$ cat src/hw/adcc_pkg.sv
// Purpose: shared constants and types for the a/d conversion control block
// Assumes: ahb-lite register access, 32-bit words, one register per aligned word
// Notes: register byte address is four times the register index
package adcc_pkg;

   ////////////////////////////////////////////////////////////////////////////////
   // register indices (byte address = index * 4)
   localparam logic [7:0] IDX_RESULT_LOW = 8'h24;
   localparam logic [7:0] IDX_RESULT_HIGH = 8'h25;
   localparam logic [7:0] IDX_CONTROL = 8'h26;
   localparam logic [7:0] IDX_CLOCK_SETTING = 8'h27;
   localparam logic [7:0] IDX_IRQ_STATUS = 8'h28;
   localparam logic [7:0] IDX_IRQ_MASK = 8'h29;

   ////////////////////////////////////////////////////////////////////////////////
   // field positions and widths
   localparam int RESULT_BITS = 10;
   localparam int CHANNEL_COUNT = 8;
   localparam int CLKSET_TEST_BIT = 7;
   localparam int CLKSET_DIV_LSB = 0;
   localparam int IRQ_DONE_BIT = 0;
   localparam int IRQ_RESET_BIT = 1;
   localparam int IRQ_BITS = 2;

   ////////////////////////////////////////////////////////////////////////////////
   // values after reset
   localparam logic [7:0] CONTROL_RESET = 8'h00;
   localparam logic [7:0] CLOCK_SETTING_RESET = 8'h00;
   localparam logic [1:0] IRQ_MASK_RESET = 2'h0;
   localparam logic [9:0] RESULT_RESET = 10'h000;

   ////////////////////////////////////////////////////////////////////////////////
   // conversion clock division, in system clock cycles
   localparam logic [1:0] DIV_SEL_2 = 2'h0;
   localparam logic [1:0] DIV_SEL_8 = 2'h1;
   localparam logic [1:0] DIV_SEL_32 = 2'h2;
   localparam logic [5:0] DIV2_CYCLES = 6'h02;
   localparam logic [5:0] DIV8_CYCLES = 6'h08;
   localparam logic [5:0] DIV32_CYCLES = 6'h20;

   // conversion length, in conversion clock periods
   localparam int SAMPLE_PERIODS = 2;
   localparam int BIT_PERIODS = 2;
   localparam int CONV_PERIODS = SAMPLE_PERIODS + BIT_PERIODS * RESULT_BITS;

   ////////////////////////////////////////////////////////////////////////////////
   typedef enum logic [3:0] {
      ADCC_IDLE = 4'b0001,
      ADCC_SAMPLE = 4'b0010,
      ADCC_TRIAL = 4'b0100,
      ADCC_DECIDE = 4'b1000
   } adcc_state_type;

   typedef struct packed {
      logic start;
      logic done;
      logic [2:0] port_cfg;
      logic [2:0] channel;
   } adcc_control_type;

   typedef struct packed {
      logic valid;
      logic write;
      logic [7:0] index;
   } adcc_addr_phase_type;

endpackage

$ cat src/hw/adcc_top.sv
// Purpose: control logic of an eight channel, 10-bit successive approximation converter
// Assumes: analog core supplies a comparator level, high when input >= trial code
// Notes: registers reached over ahb-lite with zero wait states
//
// The implementer's own choice: the AHB-Lite interface to the registers.
`timescale 1ns/10ps
module adcc_top import adcc_pkg::*; (
   input wire logic hclk,
   input wire logic hresetn,
   input wire logic hsel,
   input wire logic [31:0] haddr,
   input wire logic [1:0] htrans,
   input wire logic hwrite,
   input wire logic [2:0] hsize,
   input wire logic [31:0] hwdata,
   input wire logic hready,
   output logic hreadyout,
   output logic hresp,
   output logic [31:0] hrdata,
   input wire logic comparator_in,
   output logic [9:0] sar_code,
   output logic [2:0] analog_channel,
   output logic adc_power_on,
   output logic [7:0] port_b_analog_lines,
   output logic conv_busy,
   output logic adc_irq
);

   adcc_addr_phase_type ap;
   adcc_control_type ctrl;
   adcc_control_type wr_ctrl;
   adcc_state_type state;
   logic [7:0] clock_setting;
   logic [9:0] result;
   logic [IRQ_BITS-1:0] irq_status;
   logic [IRQ_BITS-1:0] irq_mask;
   logic [3:0] bit_idx;
   logic [1:0] sample_count;
   logic comp_meta;
   logic comp_sync;
   logic tick;
   logic wr_control;
   logic start_rise;
   logic start_fall;
   logic finish;
   logic [9:0] final_code;

   ////////////////////////////////////////////////////////////////////////////////
   // helpers
   function automatic logic [7:0] analog_mask(input logic [2:0] cfg);
      if (cfg == 3'h7) begin
         return 8'hff;
      end
      return 8'((9'h001 << cfg) - 9'h001);
   endfunction

   function automatic logic [31:0] read_value(input logic [7:0] idx, input logic [7:0] c,
                                              input logic [7:0] cs, input logic [9:0] r,
                                              input logic [1:0] st, input logic [1:0] mk);
      if (idx == IDX_RESULT_LOW) begin
         return {24'h000000, r[1:0], 6'h00};
      end else if (idx == IDX_RESULT_HIGH) begin
         return {24'h000000, r[9:2]};
      end else if (idx == IDX_CONTROL) begin
         return {24'h000000, c};
      end else if (idx == IDX_CLOCK_SETTING) begin
         return {24'h000000, cs[CLKSET_TEST_BIT], 5'h00, cs[1:0]};
      end else if (idx == IDX_IRQ_STATUS) begin
         return {30'h00000000, st};
      end else if (idx == IDX_IRQ_MASK) begin
         return {30'h00000000, mk};
      end
      return 32'h00000000;
   endfunction

   ////////////////////////////////////////////////////////////////////////////////
   // ahb-lite slave: always ready, always okay
   assign hreadyout = 1'b1;
   assign hresp = 1'b0;

   always_ff @(posedge hclk or negedge hresetn) begin
      if (!hresetn) begin
         ap <= '0;
      end else if (hready) begin
         ap.valid <= hsel && htrans[1] && (hsize == 3'h2) && (haddr[31:10] == 22'h000000)
                     && (haddr[1:0] == 2'h0);
         ap.write <= hwrite;
         ap.index <= haddr[9:2];
      end
   end

   // read data is captured in the address phase so it comes from flops
   always_ff @(posedge hclk or negedge hresetn) begin
      if (!hresetn) begin
         hrdata <= 32'h00000000;
      end else if (hready && hsel && htrans[1] && !hwrite) begin
         hrdata <= read_value(haddr[9:2], ctrl, clock_setting, result, irq_status, irq_mask);
      end
   end

   assign wr_control = ap.valid && ap.write && (ap.index == IDX_CONTROL);
   assign wr_ctrl = adcc_control_type'(hwdata[7:0]);
   assign start_rise = wr_control && wr_ctrl.start && !ctrl.start;
   assign start_fall = wr_control && !wr_ctrl.start && ctrl.start;

   ////////////////////////////////////////////////////////////////////////////////
   // control register; the done flag is hardware owned and ignores writes
   always_ff @(posedge hclk or negedge hresetn) begin
      if (!hresetn) begin
         ctrl <= adcc_control_type'(CONTROL_RESET);
      end else begin
         if (wr_control) begin
            ctrl.start <= wr_ctrl.start;
            ctrl.port_cfg <= wr_ctrl.port_cfg;
            ctrl.channel <= wr_ctrl.channel;
         end
         // a start rise wins over a finish in the same cycle (finish excludes it)
         if (start_rise) begin
            ctrl.done <= 1'b1;
         end else if (finish) begin
            ctrl.done <= 1'b0;
         end
      end
   end

   // port configuration drives pad control and converter power
   always_ff @(posedge hclk or negedge hresetn) begin
      if (!hresetn) begin
         port_b_analog_lines <= 8'h00;
         adc_power_on <= 1'b0;
      end else if (wr_control) begin
         port_b_analog_lines <= analog_mask(wr_ctrl.port_cfg);
         adc_power_on <= (wr_ctrl.port_cfg != 3'h0);
      end
   end

   // test bit is stored only so reads are coherent; it steers nothing
   always_ff @(posedge hclk or negedge hresetn) begin
      if (!hresetn) begin
         clock_setting <= CLOCK_SETTING_RESET;
      end else if (ap.valid && ap.write && (ap.index == IDX_CLOCK_SETTING)) begin
         clock_setting <= {hwdata[CLKSET_TEST_BIT], 5'h00, hwdata[1:0]};
      end
   end

   ////////////////////////////////////////////////////////////////////////////////
   // interrupt status (write one to clear, set wins) and mask
   always_ff @(posedge hclk or negedge hresetn) begin
      if (!hresetn) begin
         irq_status <= '0;
      end else begin
         for (int i = 0; i < IRQ_BITS; i++) begin
            if ((i == IRQ_DONE_BIT && finish) || (i == IRQ_RESET_BIT && start_rise)) begin
               irq_status[i] <= 1'b1;
            end else if (ap.valid && ap.write && (ap.index == IDX_IRQ_STATUS) && hwdata[i]) begin
               irq_status[i] <= 1'b0;
            end
         end
      end
   end

   always_ff @(posedge hclk or negedge hresetn) begin
      if (!hresetn) begin
         irq_mask <= IRQ_MASK_RESET;
      end else if (ap.valid && ap.write && (ap.index == IDX_IRQ_MASK)) begin
         irq_mask <= hwdata[IRQ_BITS-1:0];
      end
   end

   assign adc_irq = |(irq_status & irq_mask);

   ////////////////////////////////////////////////////////////////////////////////
   // comparator comes from the analog core, asynchronous to hclk
   always_ff @(posedge hclk or negedge hresetn) begin
      if (!hresetn) begin
         comp_meta <= 1'b0;
         comp_sync <= 1'b0;
      end else begin
         comp_meta <= comparator_in;
         comp_sync <= comp_meta;
      end
   end

   adcc_clkdiv u_clkdiv (
      .hclk(hclk),
      .hresetn(hresetn),
      .run(conv_busy),
      .div_select(clock_setting[CLKSET_DIV_LSB +: 2]),
      .tick(tick)
   );

   ////////////////////////////////////////////////////////////////////////////////
   // successive approximation sequencer; two periods per bit give the
   // comparator plus its synchroniser time to settle even at the fastest clock
   assign conv_busy = (state != ADCC_IDLE);
   assign final_code = comp_sync ? sar_code : (sar_code & ~(10'h001 << bit_idx));
   assign finish = (state == ADCC_DECIDE) && tick && (bit_idx == 4'h0) && !start_rise;

   always_ff @(posedge hclk or negedge hresetn) begin
      if (!hresetn) begin
         state <= ADCC_IDLE;
         sar_code <= 10'h000;
         bit_idx <= 4'h0;
         sample_count <= 2'h0;
         analog_channel <= 3'h0;
      end else if (start_rise) begin
         state <= ADCC_IDLE;
         sar_code <= 10'h000;
      end else if (start_fall) begin
         state <= ADCC_SAMPLE;
         analog_channel <= wr_ctrl.channel;
         sar_code <= 10'h000;
         sample_count <= 2'h0;
      end else begin
         case (state)
            ADCC_IDLE: begin
               sample_count <= 2'h0;
            end
            ADCC_SAMPLE: begin
               if (tick) begin
                  sample_count <= sample_count + 2'h1;
                  if (sample_count == 2'(SAMPLE_PERIODS - 1)) begin
                     state <= ADCC_TRIAL;
                     bit_idx <= 4'(RESULT_BITS - 1);
                     sar_code <= 10'h200;
                  end
               end
            end
            ADCC_TRIAL: begin
               if (tick) begin
                  state <= ADCC_DECIDE;
               end
            end
            ADCC_DECIDE: begin
               if (tick) begin
                  if (bit_idx == 4'h0) begin
                     state <= ADCC_IDLE;
                     sar_code <= final_code;
                  end else begin
                     state <= ADCC_TRIAL;
                     sar_code <= final_code | (10'h001 << (bit_idx - 4'h1));
                     bit_idx <= bit_idx - 4'h1;
                  end
               end
            end
            default: begin
               state <= ADCC_IDLE;
            end
         endcase
      end
   end

   // result is only replaced at completion so a late read stays consistent
   always_ff @(posedge hclk or negedge hresetn) begin
      if (!hresetn) begin
         result <= RESULT_RESET;
      end else if (finish) begin
         result <= final_code;
      end
   end

   ////////////////////////////////////////////////////////////////////////////////
   // checks
   logic [5:0] period_count;

   always_ff @(posedge hclk or negedge hresetn) begin
      if (!hresetn) begin
         period_count <= 6'h00;
      end else if (!conv_busy || start_fall) begin
         period_count <= 6'h00;
      end else if (tick) begin
         period_count <= period_count + 6'h01;
      end
   end

   done_set_a: assert property (@(posedge hclk) disable iff (!hresetn)
      start_rise |=> ctrl.done && !conv_busy)
      else $error("done flag not set by start rise");

   done_clear_a: assert property (@(posedge hclk) disable iff (!hresetn)
      finish |=> !ctrl.done && !conv_busy)
      else $error("done flag not cleared at finish");

   irq_with_done_a: assert property (@(posedge hclk) disable iff (!hresetn)
      finish ##1 irq_mask[IRQ_DONE_BIT] |-> adc_irq && irq_status[IRQ_DONE_BIT])
      else $error("interrupt not raised at finish");

   result_map_a: assert property (@(posedge hclk) disable iff (!hresetn)
      (ap.valid && !ap.write && ap.index == IDX_RESULT_LOW && !$past(finish))
      |-> hrdata[5:0] == 6'h00 && hrdata[7:6] == result[1:0])
      else $error("low result byte layout wrong");

   conv_length_a: assert property (@(posedge hclk) disable iff (!hresetn)
      finish |-> period_count == 6'(CONV_PERIODS - 1))
      else $error("conversion length wrong");

   chan_latch_a: assert property (@(posedge hclk) disable iff (!hresetn)
      start_fall |=> analog_channel == ctrl.channel && state == ADCC_SAMPLE)
      else $error("channel not latched at start fall");

   power_cfg_a: assert property (@(posedge hclk) disable iff (!hresetn)
      wr_control |=> adc_power_on == ($past(hwdata[5:3]) != 3'h0))
      else $error("converter power wrong");

   all_analog_a: assert property (@(posedge hclk) disable iff (!hresetn)
      wr_control && hwdata[5:3] == 3'h7 |=> port_b_analog_lines == 8'hff)
      else $error("port b analog mask wrong");

   clkset_zero_a: assert property (@(posedge hclk) disable iff (!hresetn)
      ap.valid && !ap.write && ap.index == IDX_CLOCK_SETTING |-> hrdata[6:2] == 5'h00)
      else $error("unused clock setting bits not zero");

   div8_tick_a: assert property (@(posedge hclk) disable iff (!hresetn)
      tick && clock_setting[1:0] == DIV_SEL_8 && !wr_control
      |=> (!tick)[*7] ##1 (tick || !conv_busy))
      else $error("divide by eight spacing wrong");

endmodule

$ cat src/hw/adcc_clkdiv.sv
// Purpose: conversion clock tick generator, one hclk pulse per conversion period
// Assumes: select code 3 behaves as the slowest division
// Notes: counter restarts whenever run is low, so the first tick is one full period late
`timescale 1ns/10ps
module adcc_clkdiv import adcc_pkg::*; (
   input wire logic hclk,
   input wire logic hresetn,
   input wire logic run,
   input wire logic [1:0] div_select,
   output logic tick
);

   logic [5:0] count;
   logic [5:0] last;

   always_comb begin
      if (div_select == DIV_SEL_2) begin
         last = DIV2_CYCLES - 6'h01;
      end else if (div_select == DIV_SEL_8) begin
         last = DIV8_CYCLES - 6'h01;
      end else begin
         last = DIV32_CYCLES - 6'h01;
      end
   end

   always_ff @(posedge hclk or negedge hresetn) begin
      if (!hresetn) begin
         count <= 6'h00;
         tick <= 1'b0;
      end else if (!run) begin
         count <= 6'h00;
         tick <= 1'b0;
      end else if (count >= last) begin
         count <= 6'h00;
         tick <= 1'b1;
      end else begin
         count <= count + 6'h01;
         tick <= 1'b0;
      end
   end

endmodule

$ cat config.mk
export PLATFORM = sky130hd
export DESIGN_NAME = adcc_top
export DESIGN_NICKNAME = d
export VERILOG_FILES = /design/src/hw/adcc_pkg.sv /design/src/hw/adcc_top.sv /design/src/hw/adcc_clkdiv.sv
export SDC_FILE = /design/constraint.sdc
export NUM_CORES = 1
export LEC_CHECK = 0
export ABC_AREA = 1
export BUFFER_PORTS_ARGS = -buffer_cell sky130_fd_sc_hd__buf_2
export CAP_MARGIN = 40
export CORE_MARGIN = 2
export CORE_UTILIZATION = 57
export DETAILED_ROUTE_END_ITERATION = 16
export PLACE_DENSITY = 0.9
export SLEW_MARGIN = 20
export SYNTH_ARGS = -nofsm -noshare
export SYNTH_HDL_FRONTEND = slang
export SYNTH_SLANG_ARGS = --single-unit
$ cat constraint.sdc
create_clock -name hclk -period 3.03 [get_ports hclk]
set_input_delay 0.606 -clock hclk [delete_from_list [all_inputs] [get_ports hclk]]
set_output_delay 0.606 -clock hclk [all_outputs]
set_load 0.01 [all_outputs]
# After elaboration in Yosys (flattened, before gate mapping)
# Index checks and enable logic that the tools add are counted.
# W data, S select, Z words.
[op_classes] n_addsub=4 order_cmp=1 n_eq_ne=29 shift=3 mux=54 bitwise_logic=6 reduce_logical=42
[ops] cell="$mux W32" n=7
[ops] cell="$eq A8 B6 Y1 const B" n=10
[ops] cell="$mux W10" n=7
[ops] cell="$mux W4" n=10
[ops] cell="$logic_not A22 Y1" n=1
[ops] cell="$logic_and A1 B1 Y1" n=21
[ops] cell="$pmux W10 S2" n=1
[ops] cell="$shl A1 B4 Y10 const A" n=2
[ops] cell="$mux W1" n=17
[ops] cell="$mux W8" n=2
[ops] cell="$pmux W4 S4" n=1
[ops] cell="$mux W6" n=2
[ops] cell="$ne A4 B3 Y1 const B" n=3
[ops] cell="$and A10 B10 Y10" n=1
[ops] cell="$mux W5" n=2
[ops] cell="$not A10 Y10" n=1
[ops] cell="$or A10 B10 Y10" n=1
[ops] cell="$pmux W4 S2" n=1
[ops] cell="$reduce_bool A2 Y1" n=4
[ops] cell="$shl A1 B3 Y8 const A" n=1
[ops] cell="$sub A8 B1 Y8 const B" n=1
[ops] cell="$reduce_and A7 Y1" n=1
[ops] cell="$add A6 B1 Y6 const B" n=1
[ops] cell="$ge A6 B6 Y1" n=1
[ops] cell="30 further kinds" n=40
[totals] regBits=108 in_bits=75 out_inout_bits=58

# Longest topological paths before layout
[depth] ltp_word=10 mapped_depth=11 mapped_depth_nobuf=10

# Modules after synthesis
# A second synthesis with hierarchy kept.
[hier_totals] hier_cells=618 area_unflattened_um2=4901.0
[modules_own_cells] mod="adcc_top" n_inst=1 cells_each=570 area_each_um2=4513.1
[modules_own_cells] mod="adcc_clkdiv" n_inst=1 cells_each=48 area_each_um2=387.9

# Worst setup path before layout
# OpenSTA, ideal clock, no wires.
[synth_timing] path_kind="flip-flop to flip-flop" startpoint="register bit_idx[0]" endpoint="register result[0]" setup_time_ns=0.117 arrival_time_ns=1.505 slack_ns=1.408 path_stages_with_launch=11 path_buffers=1 cell_sequence="dfrtp_1 > inv_1 > ha_1 > nand3_4 > nor2_4 > inv_2 > nor2_4 > nand2_4 > buf_6 > nand2_1 > nand2_1"
[synth_via] elab_chain_cells=4 elab_cells_between_ends=7
[synth_rtl] element="start: declaration" line_no="adcc_top.sv:37" source="logic [3:0] bit_idx;"
[synth_rtl] element="start signal: assignment" line_no="adcc_top.sv:224" source="bit_idx <= 4'(RESULT_BITS - 1);"
[synth_rtl] element="start signal: assignment" line_no="adcc_top.sv:242" source="bit_idx <= bit_idx - 4'h1;"
[synth_rtl] element="$shl A1 B4 Y10" line_no="adcc_top.sv:196" source="assign final_code = comp_sync ? sar_code : (sar_code & ~(10'h001 << bit_idx));"
[synth_rtl] element="$not A10 Y10" line_no="adcc_top.sv:196"
[synth_rtl] element="$and A10 B10 Y10" line_no="adcc_top.sv:196"
[synth_rtl] element="$mux W10" line_no="adcc_top.sv:196"
[synth_rtl] element="end signal: assignment" line_no="adcc_top.sv:258" source="result <= final_code;"
[synth_rtl] element="end: declaration" line_no="adcc_top.sv:34" source="logic [9:0] result;"
# Parallel ways exist; a longest one is shown, timed or not.
# A chain may end at the register's enable or synchronous reset.

# Final worst setup path
[layout_timing] startpoint="register state[2]" endpoint="output conv_busy"
[layout_via] elab_chain_cells=1
[layout_rtl] element="start: declaration" line_no="adcc_top.sv:32" source="adcc_state_type state;"
[layout_rtl] element="start signal: assignment" line_no="adcc_top.sv:201" source="state <= ADCC_IDLE;"
[layout_rtl] element="start signal: assignment" line_no="adcc_top.sv:207" source="state <= ADCC_IDLE;"
[layout_rtl] element="start signal: assignment" line_no="adcc_top.sv:210" source="state <= ADCC_SAMPLE;"
[layout_rtl] element="$ne A4 B1 Y1" line_no="adcc_top.sv:195" source="assign conv_busy = (state != ADCC_IDLE);"
[layout_rtl] element="end: declaration" line_no="adcc_top.sv:25" source="output logic conv_busy,"
# Every way passes these cells.

==> run metrics <==
RSZ-0062 raised after global routing no; port bufs 80; drt pass-1 iters 4; Post-DRT Antenna Nets 0; Setup Skew around 0.012 ns; largest net degree at the start of global routing 44; Starting DRT DRC Count 222; final net count between 700 and 800; Synth Cell Area around 4800 um2; Syn Inst Count 633; Req. time, crit path roughly 2.4 ns; CTS clk-pin slew, worst paths about 0.090 ns; worst ir drop on vdd 0.229 mV; Die Wd 95.6 um; post-synthesis sequential area ratio between 40% and 50%; Startpoint Class register; Avg Cell Area, Syn approximately 7.6 um2; max-slew violations 0; HP Class in2async; final cycle utilization of the critical path between 60% and 70%; total CTS buffers 9; most frequent cells in the layout nand2_1, dfrtp_1, buf_2, inv_1, nor2_1; CTS tree yes; maxcap violations 0; final hold violations 0; routed length per instance ~13 um; drt total wl about 11000 um; synth warn 0; Clock Sinks 84; routed via count between 4000 and 5000; FF+latch count, synth 84; Crit Reg-Reg Endpoint result[0]; minimum clock period after layout 2.00 ns; # resized after CTS 0; drt via density 5.23; Max Fanout on Critical Path 5; layout cells sized above 1 17.7%; maximum root-to-sink buffer count 2; Max-slew headroom ~63%; WHS about 0.21 ns; commonest non-fill, non-tap cell in the layout nand2_1; number of cells in the finished layout apart from fillers approximately 800; postcts setup bufs 0; Critical Path End Type output port; Placed Cells 806; Total GRT Usage between 20% and 30%; DRC 0; initial core utilization around three fifths; Power, Total 2.06 mW; final setup vio count 0; CP arrival 1.40 ns; CP Class reg2out; die height roughly 96 um; Reg2Reg Depth 10; run status completed; Clk Latency, worst-skew pair ~0.38 ns; H-tree levels 3; global-route wire length before repair 17800 um; GRT overflow 0; Placement Setup Slack slightly above 0.9 ns; R2R Path Start bit_idx[0]; die area approximately 9100 um2; io pins between 100 and 150; P_leak ~3 nW; GPL Wtd Cong 0.912; worst setup margin 1.03 ns; core area a little over 8000 um2; vias in the first global route just under 4000; fmax around 500 MHz; std cell rows 33; dpl hpwl about 8100 um; worst slew pin tran ~0.55 ns; Root Buffer clkbuf_8; pwr/cell area ~380 nW/um2; Setup TNS Final 0 ns; Antenna Cells 0; initial antenna violation count 0; Yosys cell types 38; CTS Hold Bufs 0; Area Overhead vs Synth 11.7%; Worst R2R Setup Slack 1.12 ns
## worst max-delay path, stage by stage (launching register included)
cell     delay [ns]
dfrtp_1        0.43
nor2_2         0.18
nand3_1        0.21
buf_2          0.21
## flip-flops by register name, summed over array words and instances (netlist names), 2 cells and up
signal / cells
state: 4
irq_mask: 2
ctrl: 8
port_b_analog_lines: 8
ap: 10
bit_idx: 4
clock_setting: 3
irq_status: 2
hrdata: 8
sample_count: 2
result: 10
analog_channel: 3
u_clkdiv.count: 6
sar_code: 10
## report_power, final
part	internal, mW	switching (mW)
sequential	1.13	0.00745
clock	0.311	0.459
combinational	0.0446	0.0996
## Yosys cell counts, drive strengths merged
cell type  instances  area, um2
o31ai              1       7.51
dfrtp             83       2080
clkbuf             3       11.3
nand3b             3       22.5
ha                10        125
a31oi              7       43.8
nor4               7       43.8
nor2              73        337
xnor2              3       26.3
o21ai             49        249
a2bb2oi            2       17.5
buf               34        254
nand2            219        845
nand3             36        235
dfstp              1       26.3
o211ai             2       15.0
inv               70        265
xor2               4       35.0
conb               2       7.51
nand4              9       56.3
a22o               1       8.76
clkinv             1       5.00
a21oi              6       30.0
o21bai             1       7.51
nor3               6       35.0
## routing by layer
layer	wire length (um)	global-route usage, %
met5	0	0
met4	323	12.5
met3	801	3.95
met2	5230	41.8
met1	4490	32.1
## worst max path at each step
stage | cells after the start | to | start
floorplan | 10 | result[0] | bit_idx[0]
global placement | 7 | hrdata[2] | haddr[6]
detailed placement | 7 | hrdata[3] | haddr[6]
CTS | 3 | conv_busy | state[2]
global route | 3 | conv_busy | state[2]
finish | 3 | conv_busy | state[2]
## metrics by stage
step	cell area [um2]	utilization, %
3_3_place_gp	5140	62.9
4_1_cts	5350	65.4
6_report	5350	65.4
5_1_grt	5350	65.4
2_1_floorplan	4880	-
3_5_place_dp	5160	63.2
## kinds of logic after synthesis
logic type               synth area share [%]
buffers and inverters                    11.2
XOR/XNOR                                 1.28
AND/OR/NAND/NOR                          32.9
other                                   0.157
flip-flops                               43.9
AO/OA/AOI/OAI                            7.92
adder cells (fa/ha/maj)                  2.61
## cell type report
type	count	area [um2]
sequential	84	2100
tap	105	131
multi-input combinational	465	2240
fill	711	2830
clock inverter	7	56.3
inverter	71	270
timing repair buffer	81	423
clock buffer	9	124
No activity file was read; power rests on OpenSTA's default activity.
